[src/pbm_pkg.sv]
// Shared constants and types for the power bank mode controller
package pbm_pkg;
  localparam int CLK_HZ          = 125_000_000;
  // Long press time in milliseconds
  localparam int LONG_PRESS_MS   = 2000;
  localparam int LONG_PRESS_CYC  = (CLK_HZ / 1000) * LONG_PRESS_MS;
  // Settling time for the internal rail before a path switch closes, in microseconds
  localparam int RAIL_SETTLE_US  = 100;
  localparam int RAIL_SETTLE_CYC = (CLK_HZ / 1_000_000) * RAIL_SETTLE_US;
  localparam int CNT_W           = 32;

  // Boost voltage selection
  localparam logic [1:0] VSEL_5V   = 2'h0;
  localparam logic [1:0] VSEL_9V   = 2'h1;
  localparam logic [1:0] VSEL_12V  = 2'h2;
  localparam logic [1:0] VSEL_CONT = 2'h3;

  // Firmware variant select
  localparam logic FW_DUAL_A = 1'h0;
  localparam logic FW_TYPE_C = 1'h1;

  typedef enum logic [1:0] {
    PBM_LOWPWR = 2'b00,
    PBM_BUCK   = 2'b01,
    PBM_RAMP   = 2'b10,
    PBM_BOOST  = 2'b11
  } pbm_mode_t;
endpackage

[src/pbm_sync.sv]
// Two-flop synchroniser for a group of asynchronous levels
`timescale 1ns/1ns
module pbm_sync #(
  parameter int W = 1
) (
  // Clock and reset
  input  wire logic         clk,
  input  wire logic         rst_n,
  // Data
  input  wire logic [W-1:0] async,
  output logic      [W-1:0] sync
);
  typedef struct packed {
    logic [W-1:0] first;
    logic [W-1:0] second;
  } pbm_sync_state_t;

  pbm_sync_state_t st;
  pbm_sync_state_t next_st;

  if (W < 1) begin : gBadWidth
    $error("pbm_sync width must be positive");
  end

  always_comb begin
    next_st.first  = async;
    next_st.second = st.first;
  end

  always_ff @(posedge clk or negedge rst_n) begin
    if (!rst_n) begin
      st <= '0;
    end else begin
      st <= next_st;
    end
  end

  assign sync = st.second;
endmodule

[src/pbm_button.sv]
// Push-button press classifier: long or short press by high time
`timescale 1ns/1ns
module pbm_button #(
  parameter int LONG_CYC = pbm_pkg::LONG_PRESS_CYC
) (
  // Clock and reset
  input  wire logic clk,
  input  wire logic rst_n,
  // Synchronised button level
  input  wire logic button,
  // Press events
  output logic      longPress,
  output logic      shortPress
);
  typedef struct packed {
    logic [pbm_pkg::CNT_W-1:0] count;
    logic                      seenLong;
    logic                      longPress;
    logic                      shortPress;
  } pbm_button_state_t;

  pbm_button_state_t st;
  pbm_button_state_t next_st;

  if (LONG_CYC < 1) begin : gBadLong
    $error("pbm_button long press count must be positive");
  end

  always_comb begin
    next_st            = st;
    next_st.longPress  = 1'b0;
    next_st.shortPress = 1'b0;
    if (button) begin
      if (!st.seenLong) begin
        next_st.count = st.count + 32'h1;
        // Fire as soon as the high time passes the limit so wake is not delayed
        if (st.count >= LONG_CYC[pbm_pkg::CNT_W-1:0]) begin
          next_st.longPress = 1'b1;
          next_st.seenLong  = 1'b1;
        end
      end
    end else begin
      next_st.shortPress = (st.count != '0) && !st.seenLong;
      next_st.count      = '0;
      next_st.seenLong   = 1'b0;
    end
  end

  always_ff @(posedge clk or negedge rst_n) begin
    if (!rst_n) begin
      st <= '0;
    end else begin
      st <= next_st;
    end
  end

  assign longPress  = st.longPress;
  assign shortPress = st.shortPress;
endmodule

[src/pbm_mode_ctrl.sv]
// Power bank mode controller: low power, buck and boost sequencing
`timescale 1ns/1ns
module pbm_mode_ctrl #(
  parameter int LONG_CYC   = pbm_pkg::LONG_PRESS_CYC,
  parameter int SETTLE_CYC = pbm_pkg::RAIL_SETTLE_CYC
) (
  // Clock and reset
  input  wire logic       clk,
  input  wire logic       rst_n,
  // Firmware variant, static
  input  wire logic       typeCFirmware,
  // Input port and analog comparators
  input  wire logic       inputPlugPresent,
  input  wire logic       aboveWakeDetect,
  input  wire logic       aboveUndervoltage,
  // Output plug sense and current
  input  wire logic       firstOutputSense,
  input  wire logic       secondOutputSense,
  input  wire logic       firstBelowTermCurrent,
  input  wire logic       secondBelowTermCurrent,
  // Battery
  input  wire logic       batteryLow,
  // Push button
  input  wire logic       button,
  // Port control IC status
  input  wire logic       portAttachedSink,
  input  wire logic       portAttachedSource,
  // Fast charge voltage request from the portable device
  input  wire logic [1:0] fastChargeRequest,
  // Rail and supply status from the boost converter
  input  wire logic       railReady,
  // Mode outputs
  output logic            operating,
  output logic            buckEnable,
  output logic            boostEnable,
  output logic [1:0]      boostVoltage,
  output logic            firstPathEnable,
  output logic            secondPathEnable,
  output logic            externalBoosterEnable,
  output logic            fastChargeEnable
);
  // The variant strap is a pin too, so it crosses with the rest
  localparam int NSYNC = 15;

  typedef struct packed {
    pbm_pkg::pbm_mode_t        mode;
    logic [pbm_pkg::CNT_W-1:0] settle;
    logic                      firstActive;
    logic                      secondActive;
    logic                      firstLatched;
    logic                      secondLatched;
    logic                      buck;
    logic                      boost;
    logic [1:0]                vsel;
    logic                      path1;
    logic                      path2;
    logic                      extBoost;
    logic                      fastChg;
  } pbm_state_t;

  pbm_state_t st;
  pbm_state_t next_st;

  logic [NSYNC-1:0] rawIn;
  logic [NSYNC-1:0] syncIn;
  logic             fwTypeC;
  logic             longPress;
  logic             inPlug;
  logic             inWake;
  logic             inUv;
  logic             out1;
  logic             out2;
  logic             term1;
  logic             term2;
  logic             batLow;
  logic             btnLevel;
  logic             atSnk;
  logic             atSrc;
  logic [1:0]       fcReq;
  logic             railOk;
  logic             buckWanted;
  logic             want1;
  logic             want2;
  logic             stop1;
  logic             stop2;

  if (SETTLE_CYC < 1) begin : gBadSettle
    $error("pbm_mode_ctrl settle count must be positive");
  end
  if (LONG_CYC < 1) begin : gBadLong
    $error("pbm_mode_ctrl long press count must be positive");
  end

  assign rawIn = {typeCFirmware, inputPlugPresent, aboveWakeDetect, aboveUndervoltage,
                  firstOutputSense, secondOutputSense, firstBelowTermCurrent,
                  secondBelowTermCurrent, batteryLow, button, portAttachedSink,
                  portAttachedSource, fastChargeRequest, railReady};

  // Every pin level crosses in through two flops
  pbm_sync #(
    .W(NSYNC)
  ) u_sync (
    .clk  (clk),
    .rst_n(rst_n),
    .async(rawIn),
    .sync (syncIn)
  );

  assign {fwTypeC, inPlug, inWake, inUv, out1, out2, term1, term2, batLow, btnLevel,
          atSnk, atSrc, fcReq, railOk} = syncIn;

  pbm_button #(
    .LONG_CYC(LONG_CYC)
  ) u_button (
    .clk       (clk),
    .rst_n     (rst_n),
    .button    (btnLevel),
    .longPress (longPress),
    .shortPress()
  );

  // Buck source: dual-A plug above undervoltage, or Type-C port IC attached as sink above undervoltage
  always_comb begin
    if (fwTypeC == pbm_pkg::FW_TYPE_C) begin
      buckWanted = atSnk && inUv;
      want1      = atSrc;
    end else begin
      buckWanted = inPlug && inUv;
      want1      = out1;
    end
    want2 = out2;
    // A stopped port needs its plug removed, a long press, or a low-power wake by the other plug before it may restart
    stop1 = !want1 || term1 || batLow;
    stop2 = !want2 || term2 || batLow;
  end

  always_comb begin
    next_st = st;
    if (!want1) begin
      next_st.firstLatched = 1'b0;
    end
    if (!want2) begin
      next_st.secondLatched = 1'b0;
    end
    case (st.mode)
      pbm_pkg::PBM_LOWPWR: begin
        next_st.buck     = 1'b0;
        next_st.boost    = 1'b0;
        next_st.path1    = 1'b0;
        next_st.path2    = 1'b0;
        next_st.extBoost = 1'b0;
        next_st.fastChg  = 1'b0;
        next_st.vsel     = pbm_pkg::VSEL_5V;
        if (buckWanted) begin
          next_st.mode = pbm_pkg::PBM_BUCK;
        end else if (fwTypeC == pbm_pkg::FW_DUAL_A && inPlug && inWake) begin
          next_st.mode = pbm_pkg::PBM_BUCK;
        end else if (!batLow && ((want1 && !st.firstLatched) || (want2 && !st.secondLatched)
                                 || longPress)) begin
          // Long press restarts any present plug, even one stopped earlier
          next_st.mode         = pbm_pkg::PBM_RAMP;
          next_st.firstActive  = want1;
          next_st.secondActive = want2;
          next_st.boost        = 1'b1;
          next_st.settle       = '0;
        end
      end
      pbm_pkg::PBM_BUCK: begin
        next_st.buck = buckWanted;
        if (fwTypeC == pbm_pkg::FW_DUAL_A && !inPlug) begin
          next_st.mode = pbm_pkg::PBM_LOWPWR;
          next_st.buck = 1'b0;
        end else if (fwTypeC == pbm_pkg::FW_TYPE_C && !atSnk) begin
          next_st.mode = pbm_pkg::PBM_LOWPWR;
          next_st.buck = 1'b0;
        end
      end
      pbm_pkg::PBM_RAMP: begin
        // Rail must reach 5 V and settle before any path switch closes
        next_st.vsel = pbm_pkg::VSEL_5V;
        if (buckWanted || batLow) begin
          next_st.mode  = buckWanted ? pbm_pkg::PBM_BUCK : pbm_pkg::PBM_LOWPWR;
          next_st.boost = 1'b0;
        end else if (railOk) begin
          next_st.settle = st.settle + 32'h1;
          if (st.settle >= SETTLE_CYC[pbm_pkg::CNT_W-1:0] - 32'h1) begin
            next_st.mode     = pbm_pkg::PBM_BOOST;
            next_st.path1    = st.firstActive;
            next_st.path2    = st.secondActive;
            next_st.extBoost = st.secondActive;
            next_st.fastChg  = st.firstActive;
          end
        end else begin
          next_st.settle = '0;
        end
      end
      pbm_pkg::PBM_BOOST: begin
        // A long press clears the stop latches so plugs still present rejoin
        if (longPress) begin
          next_st.firstLatched  = 1'b0;
          next_st.secondLatched = 1'b0;
        end
        // Late plug joins without a new ramp, but only once the rail is back at 5 V
        if (want2 && !st.secondActive && !st.secondLatched && !batLow
            && st.vsel == pbm_pkg::VSEL_5V) begin
          next_st.secondActive = 1'b1;
          next_st.path2        = 1'b1;
          next_st.extBoost     = 1'b1;
        end else if (st.secondActive && stop2) begin
          next_st.secondActive  = 1'b0;
          next_st.secondLatched = want2;
          next_st.path2         = 1'b0;
          next_st.extBoost      = 1'b0;
        end
        if (want1 && !st.firstActive && !st.firstLatched && !batLow) begin
          next_st.firstActive = 1'b1;
          next_st.path1       = 1'b1;
          next_st.fastChg     = 1'b1;
        end else if (st.firstActive && stop1) begin
          next_st.firstActive  = 1'b0;
          next_st.firstLatched = want1;
          next_st.path1        = 1'b0;
          next_st.fastChg      = 1'b0;
        end
        // Fast charge negotiation only when the integrated port is alone; a waiting
        // plug pulls the rail back to 5 V before its path may close
        if (st.firstActive && !st.secondActive && !(want2 && !st.secondLatched)) begin
          next_st.vsel = fcReq;
        end else begin
          next_st.vsel = pbm_pkg::VSEL_5V;
        end
        if (buckWanted || (fwTypeC == pbm_pkg::FW_DUAL_A && inPlug)) begin
          next_st.mode         = pbm_pkg::PBM_BUCK;
          next_st.boost        = 1'b0;
          next_st.path1        = 1'b0;
          next_st.path2        = 1'b0;
          next_st.extBoost     = 1'b0;
          next_st.fastChg      = 1'b0;
          next_st.firstActive  = 1'b0;
          next_st.secondActive = 1'b0;
          next_st.vsel         = pbm_pkg::VSEL_5V;
        end else if (batLow || ((!st.firstActive || stop1) && (!st.secondActive || stop2))) begin
          next_st.mode         = pbm_pkg::PBM_LOWPWR;
          next_st.boost        = 1'b0;
          next_st.path1        = 1'b0;
          next_st.path2        = 1'b0;
          next_st.extBoost     = 1'b0;
          next_st.fastChg      = 1'b0;
          next_st.firstActive  = 1'b0;
          next_st.secondActive = 1'b0;
          next_st.firstLatched  = want1;
          next_st.secondLatched = want2;
          next_st.vsel         = pbm_pkg::VSEL_5V;
        end
      end
      default: begin
        next_st = '0;
      end
    endcase
  end

  always_ff @(posedge clk or negedge rst_n) begin
    if (!rst_n) begin
      st <= '0;
    end else begin
      st <= next_st;
    end
  end

  assign operating             = (st.mode != pbm_pkg::PBM_LOWPWR);
  assign buckEnable            = st.buck;
  assign boostEnable           = st.boost;
  assign boostVoltage          = st.vsel;
  assign firstPathEnable       = st.path1;
  assign secondPathEnable      = st.path2;
  assign externalBoosterEnable = st.extBoost;
  assign fastChargeEnable      = st.fastChg;
endmodule

[config.mk]
export PLATFORM = sky130hd
export DESIGN_NAME = pbm_mode_ctrl
export DESIGN_NICKNAME = d
export VERILOG_FILES = /design/src/pbm_pkg.sv /design/src/pbm_sync.sv /design/src/pbm_button.sv /design/src/pbm_mode_ctrl.sv
export SDC_FILE = /design/constraint.sdc
export NUM_CORES = 1
export LEC_CHECK = 0
export BUFFER_PORTS_ARGS = -buffer_cell sky130_fd_sc_hd__buf_2
export CELL_PAD_IN_SITES_DETAIL_PLACEMENT = 1
export CELL_PAD_IN_SITES_GLOBAL_PLACEMENT = 1
export CORE_MARGIN = 2
export CORE_UTILIZATION = 52
export CTS_BUF_LIST = sky130_fd_sc_hd__clkbuf_4 sky130_fd_sc_hd__clkbuf_8 sky130_fd_sc_hd__clkbuf_16
export DETAILED_ROUTE_END_ITERATION = 10
export PLACE_DENSITY = 0.88
export SYNTH_ARGS = -nofsm -noshare
export SYNTH_HDL_FRONTEND = slang
export SYNTH_SLANG_ARGS = --single-unit
export TNS_END_PERCENT = 50
[constraint.sdc]
create_clock -name clk -period 4.5 [get_ports clk]
set_clock_uncertainty 0.05 [all_clocks]
set_input_delay 0.225 -clock clk [delete_from_list [all_inputs] [get_ports clk]]
set_output_delay 0.225 -clock clk [all_outputs]
set_load 0.01 [all_outputs]
After elaboration in Yosys (flattened, before gate mapping)
Cells that the tools add are included.
{"block": "totals", "register_bits": 110, "inputBits": 17}
{"block": "op_classes", "add_sub_neg": 2, "n_lt_le_gt_ge": 2, "n_eq_ne": 18, "mux": 55, "bitwise_logic": 1, "reduce_logical": 56}
{"op": "$mux W34", "n": 3}
{"op": "$add A32 B1 Y32 const B", "n": 2}
{"op": "$mux W32", "n": 2}
{"op": "$pmux W32 S2", "n": 1}
{"op": "$mux W36", "n": 1}
{"op": "$mux W2", "n": 17}
{"op": "$mux W33", "n": 1}
{"op": "$ge A32 B14 Y1 const B", "n": 1}
{"op": "$ge A32 B28 Y1 const B", "n": 1}
{"op": "$reduce_and A5 Y1", "n": 6}
{"op": "$logic_and A1 B1 Y1", "n": 21}
{"op": "$pmux W7 S3", "n": 1}
{"op": "$mux W1", "n": 20}
{"op": "$mux W4", "n": 4}
{"op": "$mux W7", "n": 2}
{"op": "$ne A2 B2 Y1 const B", "n": 7}
{"op": "$logic_or A1 B1 Y1", "n": 11}
{"op": "$logic_not A1 Y1", "n": 10}
{"op": "$ne A5 B5 Y1 const B", "n": 2}
{"op": "$ne A3 B3 Y1 const B", "n": 3}
{"op": "$pmux W2 S4", "n": 1}
{"op": "$reduce_bool A2 Y1", "n": 4}
{"op": "$eq A2 B2 Y1 const B", "n": 2}
{"op": "$logic_not A2 Y1", "n": 2}
{"op": "other kinds (9)", "n": 9}

Longest topological paths before layout
{"block": "depth", "word_depth": 10, "ltp_mapped": 8, "ltp_nobuf": 7}

By module
Synthesis repeated with hierarchy kept, for this count alone.
{"block": "hier_totals", "cells_unflattened": 540, "hier_area_um2": 5326.4}
{"mod": "pbm_mode_ctrl", "n_inst": 1, "cells_per_inst": 305, "area_per_inst_um2": 2663.8, "seq_area_each_um2": 1101.1}
{"mod": "pbm_button", "n_inst": 1, "cells_per_inst": 205, "area_per_inst_um2": 1911.8, "seq_area_each_um2": 875.8}
{"mod": "pbm_sync", "n_inst": 1, "cells_per_inst": 30, "area_per_inst_um2": 750.7, "seq_area_each_um2": 750.7}

Worst setup path after synthesis
OpenSTA, ideal clock, no wires.
{"block": "synth_timing", "path_type": "reg2reg", "from": "reg u_button.st[3] (netlist name)", "to": "reg u_button.st[33] (netlist name)", "setup_time_ns": 0.119, "t_arrival_ns": 2.060, "required_time_ns": 4.331, "path_slack_ns": 2.270, "stages_incl_launch_ff": 9, "path_buffers": 1, "cell_sequence": "dfrtp_1 > ha_1 > inv_1 > or4_4 > buf_6 > or3_4 > nor3_1 > xor2_1 > and2_1"}
{"block": "synth_between", "elab_chain_cells": 3}
{"item": "start, declared", "line_no": "pbm_button.sv:22", "source": "pbm_button_state_t st;"}
{"item": "start signal, assigned", "line_no": "pbm_button.sv:53", "source": "st <= next_st;"}
{"item": "$add A32 B1 Y32", "line_no": "pbm_button.sv:35", "source": "next_st.count = st.count + 32'h1;"}
{"item": "$mux W34", "line_no": "pbm_button.sv:34", "source": "if (!st.seenLong) begin"}
{"item": "$mux W33", "line_no": "pbm_button.sv:33", "source": "if (button) begin"}
Every way passes these cells. The select of a mux whose other input is x is not followed.
A chain may end at the register's enable or synchronous reset.

Worst setup path after layout
{"block": "layout_timing", "from": "reg st[45] (netlist name)", "to": "reg st[38] (netlist name)"}
{"block": "layout_between", "elab_chain_cells": 3, "word_cells_on_any_way": 9}
{"item": "start, declared", "line_no": "pbm_mode_ctrl.sv:61", "source": "pbm_state_t st;"}
{"item": "start signal, assigned", "line_no": "pbm_mode_ctrl.sv:266", "source": "st <= next_st;"}
{"item": "$eq A2 B2 Y1 or $logic_not A2 Y1 (tied branches)", "line_no": "pbm_mode_ctrl.sv:145", "source": "case (st.mode)"}
{"item": "$ne A2 B2 Y1 (no line) or $reduce_bool A2 Y1 (tied branches)"}
{"item": "$reduce_and A5 Y1 (no line)"}
Parallel ways exist; a longest one is shown, timed or not.

==> reports/results.tsv <==
metric	value	unit
yosysWarnings	0	
p_leak	2.45	nW
critPathMaxFanout	26	
globalRouteOverflowTotal	0	
cts_root_buf	clkbuf_8	
drive_above_1_share	0.110	
synth_edf_count	0	
yosys_register_bits	108	
clockBufferDepth	2	
antenna_found_initial	0	
numPortBuffers	25	
ios	26	
dr.pass1.iters	4	
dieWidth	103	um
crit_required	4.77	ns
antenna_left	0	
ys.flop_type	dfrtp_1	
clock-sinks	108	
rsz0062_at_grt	no	
vias_per_cell	5.92	
ir_drop	229	uV
grt_max_degree	75	
core-area	0.00968	mm^2
critical_path_class	reg2reg	
status	finished clean	
first_iter_violations	121	
fin_tns_setup	0	ns
num_rows	36	
synth_cell_types	60	
seq_area_frac_synth	0.527	
grt.total_usage	0.274	
grt_pass1_wl	22200	um
die_height	103	um
cp-end-kind	flip-flop	
post_drt_wl_per_cell	19.4	um
worstMarginPinSlew	0.939	ns
slew_violations	0	
h-tree-depth	3	
hp-class	reg2reg	
cp.arrival	3.00	ns
synthesis.nets	539	
cp-start-kind	flip-flop	
total_power	0.00198	W
route.detailed.drc	0	
synthCells	519	
synthArstFlopShare	1.00	
finalHoldViolCount	0	
vias	4065	
nFillCells	1093	
grt_pass1_vias	4502	
num_antenna_cells	0	
place_congestion	0.858	
min_period	2.74	ns
p_per_area	349	mW/mm^2
cts.clk_slew.worst_paths	0.11	ns
setup_violations	0	
synthesis.area	0.00512	mm^2
clk_latency	0.40	ns
start_util	0.529	
area_delta_synth_final	10.5	%
dpl.hpwl	8000	um
layout.nets	569	
cts_buffers	9	
syn_avg_cell_area	9.87	um^2
wl	13300	um
relSlewSlack	0.372	
fin_crit_sh	0.608	
cts_setup_buffers	0	
cts_tree	done	
max_freq	0.366	GHz
max_cap_viol_count	0	
die_area	0.0107	mm^2
utilization	0.585	
==> registers in the layout (all words and copies together) (netlist names), 2 cells and up <==
signal and flops:
st 38, boostVoltage 2, u_button.st 33, u_sync.next_st 15, u_sync.sync 15
==> through the flow <==
step	hold slack [ns]	setup WS [ns]	area [um^2]	std cells
floorplan	-0.121	2.27	5120	519
CTS	0.312	1.72	5660	687
finish	0.313	1.76	5660	687
global route	0.326	1.49	5660	687
global placement	0.284	1.88	5320	655
detailed placement	0.284	1.73	5320	655
==> synth_stat cells, types with 9 or more instances <==
cell type / instances / share of area
clkbuf_1: 17 / 0.012
xnor2_1: 20 / 0.034
a21oi_1: 15 / 0.015
nand2_1: 49 / 0.036
dfrtp_1: 108 / 0.53
inv_1: 13 / 0.0095
o21ai_0: 53 / 0.052
and2_1: 34 / 0.042
o31ai_1: 9 / 0.013
a31oi_1: 11 / 0.013
nor2_1: 35 / 0.026
and3_1: 10 / 0.012
nand3_1: 19 / 0.019
nand4_1: 20 / 0.024
==> placed cells by master, fill, tap and decap left out, types with 5 or more instances in the layout <==
cell           instances
dfrtp_1              108
clkbuf_8               9
xnor2_1               20
or2_2                  5
and3_1                10
nor2_1                35
a21oi_1               15
and2_1                34
xor2_1                 8
nor4_1                 8
o21ai_0               53
nand3_1               19
o31ai_1                9
dlygate4sd3_1         16
nand2_1               49
nand4_1               20
nor3_1                 7
buf_2                 24
a31oi_1               11
nor2b_1                8
inv_1                 13
==> routing by layer <==
| metal | vias to the layer above | GRT usage | share of wire |
|---|---|---|---|
| met2 | 76 | 0.486 | 0.52 |
| met4 | 0 | 0.126 | 0.034 |
| met3 | 33 | 0.0652 | 0.038 |
| met5 | - | 0 | 0 |
| li1 | 1908 | - | - |
| met1 | 2048 | 0.315 | 0.41 |
==> power breakdown <==
group / leakage [nW] / total [W] / internal [W] / switching, W
clock: 0.0886 / 0.000582 / 0.000210 / 0.000372
sequential: 1.43 / 0.00108 / 0.00102 / 0.0000640
combinational: 0.931 / 0.000311 / 0.000114 / 0.000197
total: 2.45 / 0.00198 / 0.00134 / 0.000633
==> cell families after synthesis <==
kind of cell | Yosys count | synth area share
adders and majority gates | 3 | 0.00732
muxes | 4 | 0.00806
and+or+nand+nor | 222 | 0.237
xor gates and xnor gates | 28 | 0.0479
AOI/OAI and AO/OA | 117 | 0.140
buffers and inverters | 37 | 0.0332
DFF | 108 | 0.527
==> what timing repair did <==
action / CTS / global route
endpoints found under the hold margin: 88 / 0
gates resized for setup: 0 / 0
hold buffers: 16 / 0
==> final cells by class <==
type,instances,area (um^2),area share
clock inverters,7,57.6,0.0102
well taps,133,166,0.0294
multi-input cells,374,2260,0.399
flip-flops and latches,108,2700,0.477
repair buffers,43,303,0.0535
clock buffers,9,124,0.0219
inverters,13,48.8,0.00862
==> critical path: stages, from the launching register on <==
cell and delay [ns]:
dfrtp_1 0.53, nor2b_1 0.35, nand2_1 0.57, nor2_2 0.81, nand4_1 0.17, o21ai_0 0.18
==> worst paths after layout <==
check	start	endpoint	slack, ns	depth (start not counted)
max	st[45]$_DFFE_PN0P_	st[38]$_DFFE_PN0P_	1.76	5
min	u_sync.next_st[10]$_DFF_PN0_	u_sync.sync[10]$_DFF_PN0_	0.31	0
max reg2reg	st[45]$_DFFE_PN0P_	st[38]$_DFFE_PN0P_	1.76	5
min reg2reg	u_sync.next_st[10]$_DFF_PN0_	u_sync.sync[10]$_DFF_PN0_	0.31	0
max in group asynchronous	rst_n	u_sync.sync[5]$_DFF_PN0_	2.95	3
min in group asynchronous	rst_n	u_sync.next_st[2]$_DFF_PN0_	0.45	2
Power figures use the tool's default switching activity.
